===== src/core/csr_pkg.sv =====
package csr_pkg;

  localparam int CSR_CLK_HZ = 250_000_000;
  localparam int CSR_TB80_HZ = 80_000_000;
  localparam int CSR_TB20_HZ = 20_000_000;
  localparam int CSR_TB100K_HZ = 100_000;

  localparam int CSR_NCTR = 2;
  localparam int CSR_NPFI = 8;
  localparam int CSR_CW = 32;
  localparam int CSR_SELW = 5;
  localparam int CSR_NIN = 7;

  // Selected inputs of one counter, index into the selector bank.
  localparam int CSR_K_SRC = 0;
  localparam int CSR_K_GATE = 1;
  localparam int CSR_K_AUX = 2;
  localparam int CSR_K_A = 3;
  localparam int CSR_K_B = 4;
  localparam int CSR_K_Z = 5;
  localparam int CSR_K_ARM = 6;

  // Candidate bits: 7:0 pins, 8..10 timebases 80M/20M/100k, 11 compare,
  // 12 ref trig, 13 start trig, 14 acq sample, 15 convert, 16 gen sample,
  // 17 digin, 18 digout, 19 change detect, 20 other tc, 21 other gate,
  // 22 other source, 23 other internal out, 24 own gate.
  localparam logic [31:0] CSR_MASK_SRC = 32'h0030_0FFF;
  localparam logic [31:0] CSR_MASK_GATE = 32'h00CF_F8FF;
  localparam logic [31:0] CSR_MASK_AUX = 32'h01E0_38FF;
  localparam logic [31:0] CSR_MASK_ENC = 32'h0000_08FF;
  localparam logic [31:0] CSR_MASK_ARM = 32'h0080_38FF;
  localparam logic [6:0][31:0] CSR_MASKS = {CSR_MASK_ARM, CSR_MASK_ENC,
    CSR_MASK_ENC, CSR_MASK_ENC, CSR_MASK_AUX, CSR_MASK_GATE, CSR_MASK_SRC};

  localparam logic [31:0] CSR_COUNT_RST = 32'h0000_0000;
  localparam logic [31:0] CSR_ONE = 32'h0000_0001;

  // Pin route codes: 0 or above 8 off, else 1 + 4 * counter + signal.
  localparam logic [3:0] CSR_RT_OFF = 4'h0;
  localparam logic [3:0] CSR_RT_LAST = 4'h8;

  typedef enum logic [2:0] {
    CSR_EDGE, CSR_QUAD, CSR_TWOP, CSR_SEP, CSR_DOWN
  } csr_mode_t;

  typedef enum logic [1:0] {
    CSR_G_NONE, CSR_G_START, CSR_G_PAUSE, CSR_G_SAVE
  } csr_gate_t;

endpackage


===== src/core/csr_insel.sv =====
`timescale 1ns/1ps
module csr_insel
  import csr_pkg::*;
#(
  parameter logic [31:0] MASK = 32'hFFFF_FFFF
) (
  input  wire logic                clk_sys,
  input  wire logic                rst_n,
  input  wire logic [31:0]         cand,
  input  wire logic [CSR_SELW-1:0] sel,
  input  wire logic                fall,
  output logic                     level,
  output logic                     edge_p
);

  typedef struct packed {
    logic meta;
    logic sync;
    logic prev;
  } csr_insel_t;

  csr_insel_t s_reg;
  csr_insel_t s_next;

  // A code outside the mask picks a constant low, never a stray input.
  always_comb begin
    s_next = s_reg;
    s_next.meta = cand[sel] & MASK[sel];
    s_next.sync = s_reg.meta;
    s_next.prev = s_reg.sync;
  end

  always_ff @(posedge clk_sys or negedge rst_n) begin
    if (!rst_n) begin
      s_reg <= '0;
    end else begin
      s_reg <= s_next;
    end
  end

  assign level = s_reg.sync;
  assign edge_p = (s_reg.sync != s_reg.prev) & (s_reg.sync ^ fall);

endmodule // csr_insel


===== src/core/csr_top.sv =====
`timescale 1ns/1ps
// Contract
// - Two identical counters, 0 and 1, each with own timing signals.
// - Timing signals are selectable onto the programmable function pins.
// - Each active source edge increments or decrements the counter.
// - Source is timebase or measured input depending on application.
// - Source selector: three timebases, pins, compare, other tc or gate.
// - Gate can start, stop, or latch the count into the save register.
// - Gate selector: pins, acquisition timing, clocks, events, other counter.
// - Aux edge opens an edge separation, the gate edge closes it.
// - Aux selector: pins, triggers, compare, other counter, own gate.
// - In edge counting the second phase input may set direction.
// - Phases and index decode quadrature or two-pulse encoders.
// - Each phase and index input selects a pin or compare event.
// - Direction input is the same signal as the second phase input.
// - Nothing counts or outputs until the counter is armed.
// - Once armed, count at once, wait for a gate edge, or in edge separation wait for an aux edge.
// - Arm by software command or a selected hardware arm signal.
// - Hardware arm may also come from the other internal output.
// - Output operations use arm and a start trigger together.
// - Terminal count asserts whenever the counter value is zero.
// - Internal output pulses or toggles on terminal count.
// - Internal output polarity is selectable in both modes.
// - Source, gate, index and internal output route to any pin.
// - A start or pause trigger drives the counter gate input.
module csr_top
  import csr_pkg::*;
(
  input  wire logic                          clk_sys,
  input  wire logic                          rst_b,
  input  wire logic [CSR_NPFI-1:0]           programmable_function_pin,
  input  wire logic                          cmp_event,
  input  wire logic                          acq_reference_trigger,
  input  wire logic                          acq_start_trigger,
  input  wire logic                          acq_sample_clock,
  input  wire logic                          acq_convert_clock,
  input  wire logic                          gen_sample_clock,
  input  wire logic                          digin_sample_clock,
  input  wire logic                          digout_sample_clock,
  input  wire logic                          change_event,
  input  wire logic [1:0]                    sw_arm,
  input  wire logic [1:0]                    disarm,
  input  wire logic [1:0]                    hardware_arm_input_en,
  input  wire csr_mode_t [1:0]               mode,
  input  wire csr_gate_t [1:0]               gate_mode,
  input  wire logic [1:0][CSR_SELW-1:0]      src_sel,
  input  wire logic [1:0][CSR_SELW-1:0]      gate_sel,
  input  wire logic [1:0][CSR_SELW-1:0]      aux_sel,
  input  wire logic [1:0][CSR_SELW-1:0]      a_sel,
  input  wire logic [1:0][CSR_SELW-1:0]      b_sel,
  input  wire logic [1:0][CSR_SELW-1:0]      z_sel,
  input  wire logic [1:0][CSR_SELW-1:0]      arm_sel,
  input  wire logic [1:0]                    src_fall,
  input  wire logic [1:0]                    gate_fall,
  input  wire logic [1:0]                    aux_fall,
  input  wire logic [1:0]                    dir_up,
  input  wire logic [1:0]                    dir_from_b,
  input  wire logic [1:0]                    out_toggle,
  input  wire logic [1:0]                    out_pol,
  input  wire logic [1:0][CSR_CW-1:0]        load_value,
  input  wire logic [CSR_NPFI-1:0][3:0]      pfi_route,
  output logic [1:0][CSR_CW-1:0]             count_value,
  output logic [1:0][CSR_CW-1:0]             save_value,
  output logic [1:0]                         armed,
  output logic [1:0]                         running,
  output logic [1:0]                         terminal_count_flag,
  output logic [1:0]                         internal_out,
  output logic [CSR_NPFI-1:0]                pfi_out,
  output logic [CSR_NPFI-1:0]                pfi_oe
);

  typedef struct packed {
    logic [2:0][31:0]       acc;
    logic [2:0]             tb;
    logic [1:0]             armed;
    logic [1:0]             run;
    logic [1:0]             sepd;
    logic [1:0]             tc;
    logic [1:0]             raw;
    logic [1:0]             out;
    logic [1:0][CSR_CW-1:0] count;
    logic [1:0][CSR_CW-1:0] save;
    logic [CSR_NPFI-1:0]    pfo;
    logic [CSR_NPFI-1:0]    pfoe;
  } csr_top_state_t;

  localparam logic [2:0][31:0] TB_HZ = {32'(CSR_TB100K_HZ),
    32'(CSR_TB20_HZ), 32'(CSR_TB80_HZ)};

  logic [1:0]                    rst_pipe_reg;
  logic                          rst_n;
  csr_top_state_t                s_reg;
  csr_top_state_t                s_next;
  logic [1:0][31:0]              cand;
  logic [1:0][6:0][CSR_SELW-1:0] sel;
  logic [1:0][6:0]               fall;
  logic [1:0][6:0]               lv;
  logic [1:0][6:0]               ed;

  // Fractional divider step; the 80M and 20M timebases are not integer ratios of the
  // system clock, so their enables carry one cycle of jitter.
  function automatic logic [32:0] tb_step(input logic [31:0] acc,
                                          input logic [31:0] hz);
    logic [31:0] sum;
    sum = acc + hz;
    if (sum >= 32'(CSR_CLK_HZ)) begin
      tb_step = {1'b1, sum - 32'(CSR_CLK_HZ)};
    end else begin
      tb_step = {1'b0, sum};
    end
  endfunction

  // Picks the level seen on a pin route code from the old state.
  function automatic logic route_pick(input logic [3:0] code,
                                      input logic [1:0][6:0] lvl,
                                      input logic [1:0] outs);
    logic [3:0] c;
    c = code - 4'h1;
    case (c[1:0])
      2'h0:    route_pick = lvl[c[2]][CSR_K_SRC];
      2'h1:    route_pick = lvl[c[2]][CSR_K_GATE];
      2'h2:    route_pick = lvl[c[2]][CSR_K_Z];
      default: route_pick = outs[c[2]];
    endcase
  endfunction

  // Reset asserts at once but releases through two flops.
  always_ff @(posedge clk_sys or negedge rst_b) begin
    if (!rst_b) begin
      rst_pipe_reg <= 2'h0;
    end else begin
      rst_pipe_reg <= {rst_pipe_reg[0], 1'b1};
    end
  end
  assign rst_n = rst_pipe_reg[1];

  for (genvar gi = 0; gi < CSR_NCTR; gi++) begin : g_ctr
    localparam int O = 1 - gi;
    assign cand[gi] = {7'h00,
      lv[gi][CSR_K_GATE],
      s_reg.out[O],
      lv[O][CSR_K_SRC], lv[O][CSR_K_GATE],
      s_reg.tc[O],
      change_event, digout_sample_clock, digin_sample_clock,
      gen_sample_clock, acq_convert_clock, acq_sample_clock,
      acq_start_trigger, acq_reference_trigger, cmp_event,
      s_reg.tb,
      programmable_function_pin};
    // The second phase select doubles as the direction select.
    assign sel[gi] = {arm_sel[gi], z_sel[gi], b_sel[gi], a_sel[gi],
      aux_sel[gi], gate_sel[gi], src_sel[gi]};
    assign fall[gi] = {4'h0, aux_fall[gi], gate_fall[gi], src_fall[gi]};
    for (genvar gk = 0; gk < CSR_NIN; gk++) begin : g_in
      csr_insel #(
        .MASK (CSR_MASKS[gk])
      ) u_sel (
        .clk_sys (clk_sys),
        .rst_n   (rst_n),
        .cand    (cand[gi]),
        .sel     (sel[gi][gk]),
        .fall    (fall[gi][gk]),
        .level   (lv[gi][gk]),
        .edge_p  (ed[gi][gk])
      );
    end
  end

  always_comb begin
    logic [32:0]       st;
    logic [CSR_CW-1:0] cnt;
    logic              en;
    logic              up;
    logic              tcn;
    st = '0;
    cnt = '0;
    en = 1'b0;
    up = 1'b0;
    tcn = 1'b0;
    s_next = s_reg;
    for (int j = 0; j < 3; j++) begin
      st = tb_step(s_reg.acc[j], TB_HZ[j]);
      s_next.tb[j] = st[32];
      s_next.acc[j] = st[31:0];
    end
    for (int i = 0; i < CSR_NCTR; i++) begin
      cnt = s_reg.count[i];
      if (disarm[i]) begin
        s_next.armed[i] = 1'b0;
        s_next.run[i] = 1'b0;
      end else if (!s_reg.armed[i]) begin
        if (sw_arm[i] || (hardware_arm_input_en[i] && ed[i][CSR_K_ARM])) begin
          s_next.armed[i] = 1'b1;
          s_next.sepd[i] = 1'b0;
          cnt = (mode[i] == CSR_SEP) ? CSR_COUNT_RST : load_value[i];
          s_next.run[i] = (gate_mode[i] != CSR_G_START) &&
                          (mode[i] != CSR_SEP);
        end
      end else begin
        // Output work waits for both arm and the start trigger.
        if (gate_mode[i] == CSR_G_START && !s_reg.run[i] &&
            ed[i][CSR_K_GATE]) begin
          s_next.run[i] = 1'b1;
        end
        if (mode[i] == CSR_SEP) begin
          if (!s_reg.run[i] && !s_reg.sepd[i] && ed[i][CSR_K_AUX]) begin
            s_next.run[i] = 1'b1;
            cnt = CSR_COUNT_RST;
          end
          if (s_reg.run[i] && ed[i][CSR_K_GATE]) begin
            s_next.save[i] = cnt;
            s_next.run[i] = 1'b0;
            s_next.sepd[i] = 1'b1;
          end
        end
        if (gate_mode[i] == CSR_G_SAVE && ed[i][CSR_K_GATE]) begin
          s_next.save[i] = cnt;
        end
        en = s_reg.run[i] &&
             (gate_mode[i] != CSR_G_PAUSE || lv[i][CSR_K_GATE]);
        up = dir_from_b[i] ? lv[i][CSR_K_B] : dir_up[i];
        case (mode[i])
          CSR_EDGE: begin
            if (en && ed[i][CSR_K_SRC]) begin
              cnt = up ? cnt + CSR_ONE : cnt - CSR_ONE;
            end
          end
          CSR_QUAD: begin
            if (en && ed[i][CSR_K_A]) begin
              cnt = lv[i][CSR_K_B] ? cnt - CSR_ONE : cnt + CSR_ONE;
            end
            if (en && ed[i][CSR_K_Z]) begin
              cnt = load_value[i];
            end
          end
          CSR_TWOP: begin
            if (en && ed[i][CSR_K_A]) begin
              cnt = cnt + CSR_ONE;
            end
            if (en && ed[i][CSR_K_B]) begin
              cnt = cnt - CSR_ONE;
            end
          end
          CSR_SEP: begin
            if (s_reg.run[i] && ed[i][CSR_K_SRC]) begin
              cnt = cnt + CSR_ONE;
            end
          end
          default: begin
            // Down count reloads at zero; with a start trigger it then
            // rests until the next trigger, which makes it retriggerable.
            if (en && ed[i][CSR_K_SRC]) begin
              if (cnt == CSR_COUNT_RST) begin
                cnt = load_value[i];
                if (gate_mode[i] == CSR_G_START) begin
                  s_next.run[i] = 1'b0;
                end
              end else begin
                cnt = cnt - CSR_ONE;
              end
            end
          end
        endcase
      end
      s_next.count[i] = cnt;
      tcn = (cnt == CSR_COUNT_RST);
      s_next.tc[i] = tcn;
      // The output only moves once armed, so no pulse leaks at reset.
      if (!s_reg.armed[i]) begin
        s_next.raw[i] = 1'b0;
      end else if (out_toggle[i]) begin
        s_next.raw[i] = s_reg.raw[i] ^ (tcn & ~s_reg.tc[i]);
      end else begin
        s_next.raw[i] = tcn;
      end
      s_next.out[i] = s_next.raw[i] ^ out_pol[i];
    end
    for (int p = 0; p < CSR_NPFI; p++) begin
      s_next.pfoe[p] = (pfi_route[p] != CSR_RT_OFF) &&
                       (pfi_route[p] <= CSR_RT_LAST);
      s_next.pfo[p] = s_next.pfoe[p] &&
                      route_pick(pfi_route[p], lv, s_reg.out);
    end
  end

  always_ff @(posedge clk_sys or negedge rst_n) begin
    if (!rst_n) begin
      s_reg <= '0;
      // A cleared count is already a terminal count, so the flags start set.
      s_reg.tc <= '1;
    end else begin
      s_reg <= s_next;
    end
  end

  assign count_value = s_reg.count;
  assign save_value = s_reg.save;
  assign armed = s_reg.armed;
  assign running = s_reg.run;
  assign terminal_count_flag = s_reg.tc;
  assign internal_out = s_reg.out;
  assign pfi_out = s_reg.pfo;
  assign pfi_oe = s_reg.pfoe;
endmodule // csr_top


===== config.mk =====
export PLATFORM = sky130hd
export DESIGN_NAME = csr_top
export DESIGN_NICKNAME = d
export VERILOG_FILES = /design/src/core/csr_pkg.sv /design/src/core/csr_insel.sv /design/src/core/csr_top.sv
export SDC_FILE = /design/constraint.sdc
export NUM_CORES = 2
export LEC_CHECK = 0
export ABC_CLOCK_PERIOD_IN_PS = 9900
export BUFFER_PORTS_ARGS = -buffer_cell sky130_fd_sc_hd__buf_2
export CAP_MARGIN = 20
export CORE_AREA = 2 2 305 307
export CTS_CLUSTER_SIZE = 20
export DETAILED_ROUTE_END_ITERATION = 12
export DIE_AREA = 0 0 307 309
export HOLD_SLACK_MARGIN = 0.1
export PLACE_DENSITY = 0.54
export SLEW_MARGIN = 20
export SYNTH_ARGS = -nofsm -noshare
export SYNTH_HDL_FRONTEND = slang
export SYNTH_SLANG_ARGS = --single-unit

===== constraint.sdc =====
create_clock -name clk_sys -period 9.9 [get_ports clk_sys]
set_input_delay 1.485 -clock clk_sys [delete_from_list [all_inputs] [get_ports clk_sys]]
set_output_delay 1.485 -clock clk_sys [all_outputs]
set_load 0.02 [all_outputs]

# After elaboration in Yosys (flattened, before gate mapping)

Memories as Yosys holds them, arrays and structs flattened.
Index checks and enable logic that the tools add are counted.

Flip-flop bits (word level): 299
ROM bits: 448
Input port bits: 215
Output and inout port bits: 152
Word-level logic and storage cells: 487
Memories: 14

Memory list:

| name             | depth | bits a word | read ports | clocked after memory_dff | write ports | RTL line        | RTL |
|---|---|---|---|---|---|---|---|
| (name not given) | 32    | 1           | 1          | 0                        | 0           | csr_insel.sv:28 | `s_next.meta = cand[sel] & MASK[sel];` |
| (name not given) | 32    | 1           | 1          | 0                        | 0           | csr_insel.sv:28 |  |
| (name not given) | 32    | 1           | 1          | 0                        | 0           | csr_insel.sv:28 |  |
| (name not given) | 32    | 1           | 1          | 0                        | 0           | csr_insel.sv:28 |  |
| (name not given) | 32    | 1           | 1          | 0                        | 0           | csr_insel.sv:28 |  |
| (name not given) | 32    | 1           | 1          | 0                        | 0           | csr_insel.sv:28 |  |
| 8 more memories  | n/a   | n/a         | n/a        | n/a                      | n/a         | n/a             |  |

$add $sub $neg: 20
Magnitude comparators: 33
Equal/unequal tests: 50
Mux-type cells: 177
Bitwise operators: 44
Reductions and logical operators: 88

Operators with widths:

| kind                                                                                   | number |
|---|---|
| 32-bit two-way mux                                                                     | 48 |
| 32-bit case mux with 4 select lines                                                    | 2 |
| 32-bit zero test                                                                       | 4 |
| 32-bit by 1-bit subtractor with 32-bit output (second input constant)                  | 4 |
| 33-bit two-way mux                                                                     | 3 |
| 32-bit by 28-bit greater-or-equal comparator with 1-bit output (second input constant) | 3 |
| 6-bit two-way mux                                                                      | 16 |
| 32-bit by 28-bit subtractor with 32-bit output (second input constant)                 | 3 |
| 1-bit two-way mux                                                                      | 86 |
| 5-bit by 6-bit < comparator with 1-bit output (second input constant)                  | 14 |
| 1-bit binary-select mux with 5-bit select                                              | 14 |
| 32-bit by 1-bit adder with 32-bit output (second input constant)                       | 2 |
| 1-bit logical AND                                                                      | 44 |
| 32-bit by 17-bit adder with 32-bit output (second input constant)                      | 1 |
| 32-bit by 25-bit adder with 32-bit output (second input constant)                      | 1 |
| 32-bit by 27-bit adder with 32-bit output (second input constant)                      | 1 |
| 4-bit less-or-equal comparator (second input constant)                                 | 8 |
| 4-bit nonzero test                                                                     | 8 |
| 1-bit bitwise AND                                                                      | 30 |
| 1-bit case mux with 3 select lines                                                     | 8 |
| 3-bit by 1-bit subtractor with 3-bit output (second input constant)                    | 8 |
| 2-bit by 1-bit == test with 1-bit output (second input constant)                       | 10 |
| 2-bit == test (second input constant)                                                  | 10 |
| 2-bit zero test                                                                        | 8 |
| other kinds (16)                                                                       | 76 |

# Depth between registers and ports, before layout

Depth after elaboration: 23
Depth in mapped cells: 26
Mapped depth without buffers: 19

# Hierarchy

A second synthesis with hierarchy kept.

Cell total of the unflattened synthesis: 4322
Area, all modules: 31848.0 um^2

Modules (own cells, without submodules):

| module                                 | instances | cells each | area an instance (um^2) | sequential area each (um^2) |
|---|---|---|---|---|
| csr_top                                | 1         | 4020       | 28592.4                 | 5958.2 |
| csr_insel (g_ctr[0].g_in[3].u_sel ...) | 6         | 19         | 197.7                   | 75.1 |
| csr_insel (g_ctr[0].g_in[1].u_sel ...) | 2         | 28         | 299.0                   | 75.1 |
| csr_insel (g_ctr[0].g_in[2].u_sel ...) | 2         | 28         | 271.5                   | 75.1 |
| csr_insel (g_ctr[0].g_in[0].u_sel ...) | 2         | 20         | 242.7                   | 75.1 |
| csr_insel (g_ctr[0].g_in[6].u_sel ...) | 2         | 18         | 221.5                   | 75.1 |

# Least setup slack after synthesis

No wires, ideal clock.

Path type: input port to flip-flop
Start: input aux_fall[0]
End: register s_reg, in the netlist internal_out[0]
Setup time: 0.126 ns
Arrival: 6.811 ns
Data required time: 9.774 ns
Path slack: 2.963 ns
Stages on the path: 25
Path buffers: 6
Path through: and3b_1 clkbuf_1 o211ai_1 buf_2 buf_2 buf_2 buf_2 nand2_1 inv_1 ha_1 nand3_1 clkbuf_1 nor4_2 a31oi_1 o21ai_0 nand4_1 nor4_2 xnor2_1 o211ai_1 or4_1 nor4_1 nand4b_1 o211ai_1 a21boi_2 xor2_1

RTL lines:

| element              | RTL line       | RTL |
|---|---|---|
| from (decl)          | csr_top.sv:55  | `input wire logic [1:0] aux_fall,` |
| to (signal assigned) | csr_top.sv:291 | `s_reg <= s_next;` |
| to (decl)            | csr_top.sv:92  | `csr_top_state_t s_reg;` |

==> impl_metrics.ini <==
[global_route]
grt_max_degree = 65
antenna_found_initial = 26
grt_pass1_wl_mm = 247
grt.total_usage = 0.351
grt_pass1_vias = 34700
grt-ovfl-total = 0

[clock_tree]
ctsResizeCount = 0
cts-root-buf = clkbuf_16
cts_buffer_depth = 3
hold_buffers = 0
cts_sinks = 280
htreeDepth = 2
cts_made_buffers = 42
cts_tree = done
postCtsSetupBuffers = 0
clk_pin_slew_worst_paths_ns = 0.06
insertion_delay_ns = 0.65

[place]
port_buffers = 366
dp_cells = 5468
gp_congestion = 1.05
hpwl_mm = 122

[worst_setup_path]
r2r_slack_ns = 2.45
critPathLaunchType = primary input
cp_max_fo = 26
path_buf_inv = 4
crit_type = in2reg
r2r_end = internal_out[0]
crit_required_ns = 10.45
critPathMaxStageDelay_ns = 0.77
critPathMostFrequentCell = buf_4
crit_family = simple AND/OR/NAND/NOR gates
crit_path_end_kind = register
crit_chain = buf_2 > buf_4 > and3b_1 > o211ai_1 > buf_4 > and2_1 > ha_1 > buf_4 > nand3_1 > nor4_2 > a31oi_1 > o21ai_0 > nand4_1 > nor4_2 > xnor2_1 > o211ai_1 > or4_1 > nor4_1 > nand4b_1 > nand2b_1 > a21boi_2 > xor2_1
slowest_stage = nor4_2
rr_worst_depth = 20
reg2reg_from = running[0]
worstPathArrival_ns = 8.66

[logic_synthesis]
ys_seq_elements = 280
ys_types = 98
syn-instance-count = 4316
synth_ff_type = dfrtp_1
syn_nets = 4550
syn_area_sq_um = 31700
syn_avg_cell_area_sq_um = 7.36
synth-edff-count = 0
yosysWarnings = 0
async_flop_share = 1.00
ys_seq_area_frac = 0.221

[job]
drv_cap = 0

[pwr]
power_frac_seq = 0.290
net-switching-power_w = 0.00222
p_leak_nw = 13.4
power_density_nw_per_um2 = 143
p_total_w = 0.00499
combinationalPowerShare = 0.400
switching_share = 0.445
clkPwrFrac = 0.310
ir_worst_vdd_mv = 0.128
p_int_w = 0.00277

[worst_hold_path]
hp-start = g_ctr[0].g_in[5].u_sel.s_next[1]
min_to = g_ctr[0].g_in[5].u_sel.level
hp-class = reg2reg
hold_depth = 0

[sta]
period_needed_ns = 8.11
rsz0062_at_grt = no
setup_viol = 0
slew_headroom = 0.164
final_max_slew_viol_count = 0
hold_viol = 0
period_share = 0.819
tightest_slew_ns = 1.25
clock.fmax_mhz = 123
finalSetupTns_ns = 0
skew_ns = 0.0399

[die]
initial_utilization = 0.347
io_pins = 367
rows = 111
dieWidth_um = 307
die_h_um = 309
core_sq_um = 91400
dieArea_sq_um = 94900

[detailed_routing]
drt_iter0_drc = 5261
ant_nets = 0
wl_mm = 173
drt_pass1_iterations = 9
viasPerCell = 6.77
dr_total_vias = 37600
drc = 0
wl_per_cell_um = 31.2

[final_layout]
syn_to_final_growth_pct = 10.3
register_area_sq_um = 7010
drive_gt1_frac = 0.164
fin_util = 0.383
instances_no_fill = 5553
multiInputGateArea_sq_um = 21900
final_nets = 4560
largest_register_ffs = 81
fill_cells = 9700

[run_status]
status = finished, final reports clean
==> power groups by stage <==
stage | clock network, W | logic [W] | registers [W]
2_1_floorplan | 0 | 0.00135 | 0.00134
3_3_place_gp | 0 | 0.00190 | 0.00146
3_5_place_dp | 0 | 0.00190 | 0.00146
4_1_cts | 0.00157 | 0.00190 | 0.00144
5_1_grt | 0.00161 | 0.00208 | 0.00146
6_report | 0.00154 | 0.00200 | 0.00145
==> Yosys cell counts, types with 83 or more instances <==
cell type	number	area, sq um
nand2_1	426	1600
nor2_1	348	1310
o21ai_0	310	1550
clkbuf_1	304	1140
dfrtp_1	278	6960
a21oi_1	273	1370
xnor2_1	172	1510
nand3_1	162	811
buf_4	155	1160
nor3_1	143	716
xor2_1	98	858
a31oi_1	93	582
nor4_1	89	557
nand4_1	83	519
==> worst reg2reg max path, stage by stage (launching register included) <==
cell      delay [ns]
dfrtp_1         0.68
nor2_1          0.15
o211ai_1        0.12
buf_4           0.28
and2_1          0.28
ha_1            0.18
buf_4           0.19
nand3_1         0.46
nor4_2          0.67
a31oi_1         0.14
o21ai_0         0.62
nand4_1         0.43
nor4_2          0.78
xnor2_1         0.19
o211ai_1        0.15
or4_1           0.59
nor4_1          0.56
nand4b_1        0.34
nand2b_1        0.26
a21boi_2        0.15
xor2_1          0.16
==> area by class of cell <==
cell class	instances	share of cell area
diodes	10	0.000715
clock buffers	62	0.0359
clock inverters	13	0.00361
inverters	82	0.00879
multi-input cells	3419	0.627
flip-flops and latches	280	0.200
well taps	1186	0.0424
repair buffers	501	0.0813
==> layout by cell type (no fill, tap or decap), types with 83 or more instances in the layout <==
| master | netlist | final |
|---|---|---|
| nand3_1 | 162 | 162 |
| nor3_1 | 143 | 138 |
| dfrtp_1 | 278 | 276 |
| xor2_1 | 98 | 98 |
| buf_4 | 155 | 135 |
| o21ai_0 | 310 | 308 |
| nand2_1 | 426 | 425 |
| nor4_1 | 89 | 88 |
| a31oi_1 | 93 | 92 |
| nand4_1 | 83 | 83 |
| a21oi_1 | 273 | 273 |
| nor2_1 | 348 | 341 |
| buf_2 | 45 | 366 |
| xnor2_1 | 172 | 172 |
==> layer usage <==
metal / up-vias / track usage / wire [um]
met5: - / 0 / 285
met2: 2818 / 0.510 / 70700
met4: 44 / 0.184 / 11200
met1: 17900 / 0.446 / 66200
met3: 787 / 0.139 / 24800
li1: 16100 / - / -
==> how the worst max path moves through the flow <==
stage                     from               to  slack (ns)  cells past startpoint
6_report               mode[2]  internal_out[0]        1.79                     22
5_1_grt                mode[2]  internal_out[0]        1.53                     23
4_1_cts                mode[2]  internal_out[0]        2.14                     22
3_5_place_dp           mode[2]  internal_out[0]        1.51                     22
3_3_place_gp           mode[2]  internal_out[0]        1.61                     22
2_1_floorplan  rst_pipe_reg[1]         armed[0]        1.52                      0
==> logic make-up (layout without fill, tap and decap cells) <==
kind of cell,count (synthesis),count (layout),share of synthesized area
buffers and inverters,617,658,0.0933
AOI/OAI and AO/OA,1352,1352,0.286
muxes,128,128,0.0537
DFF,280,280,0.221
xor gates and xnor gates,270,270,0.0745
and+or+nand+nor,1649,1649,0.264
adders and majority gates,19,19,0.00749
other,1,11,0.000118
==> stage by stage <==
step | setup WS [ns] | area (sq um) | hold WS, ns
final | 1.79 | 35000 | 0.343
after global routing | 1.53 | 35000 | 0.349
after CTS | 2.14 | 35000 | 0.345
after detailed placement | 1.51 | 33600 | 0.335
after global placement | 1.61 | 33600 | 0.332
after floorplan | 1.52 | 31700 | 0.331
No activity file was read; power rests on OpenSTA's default activity.
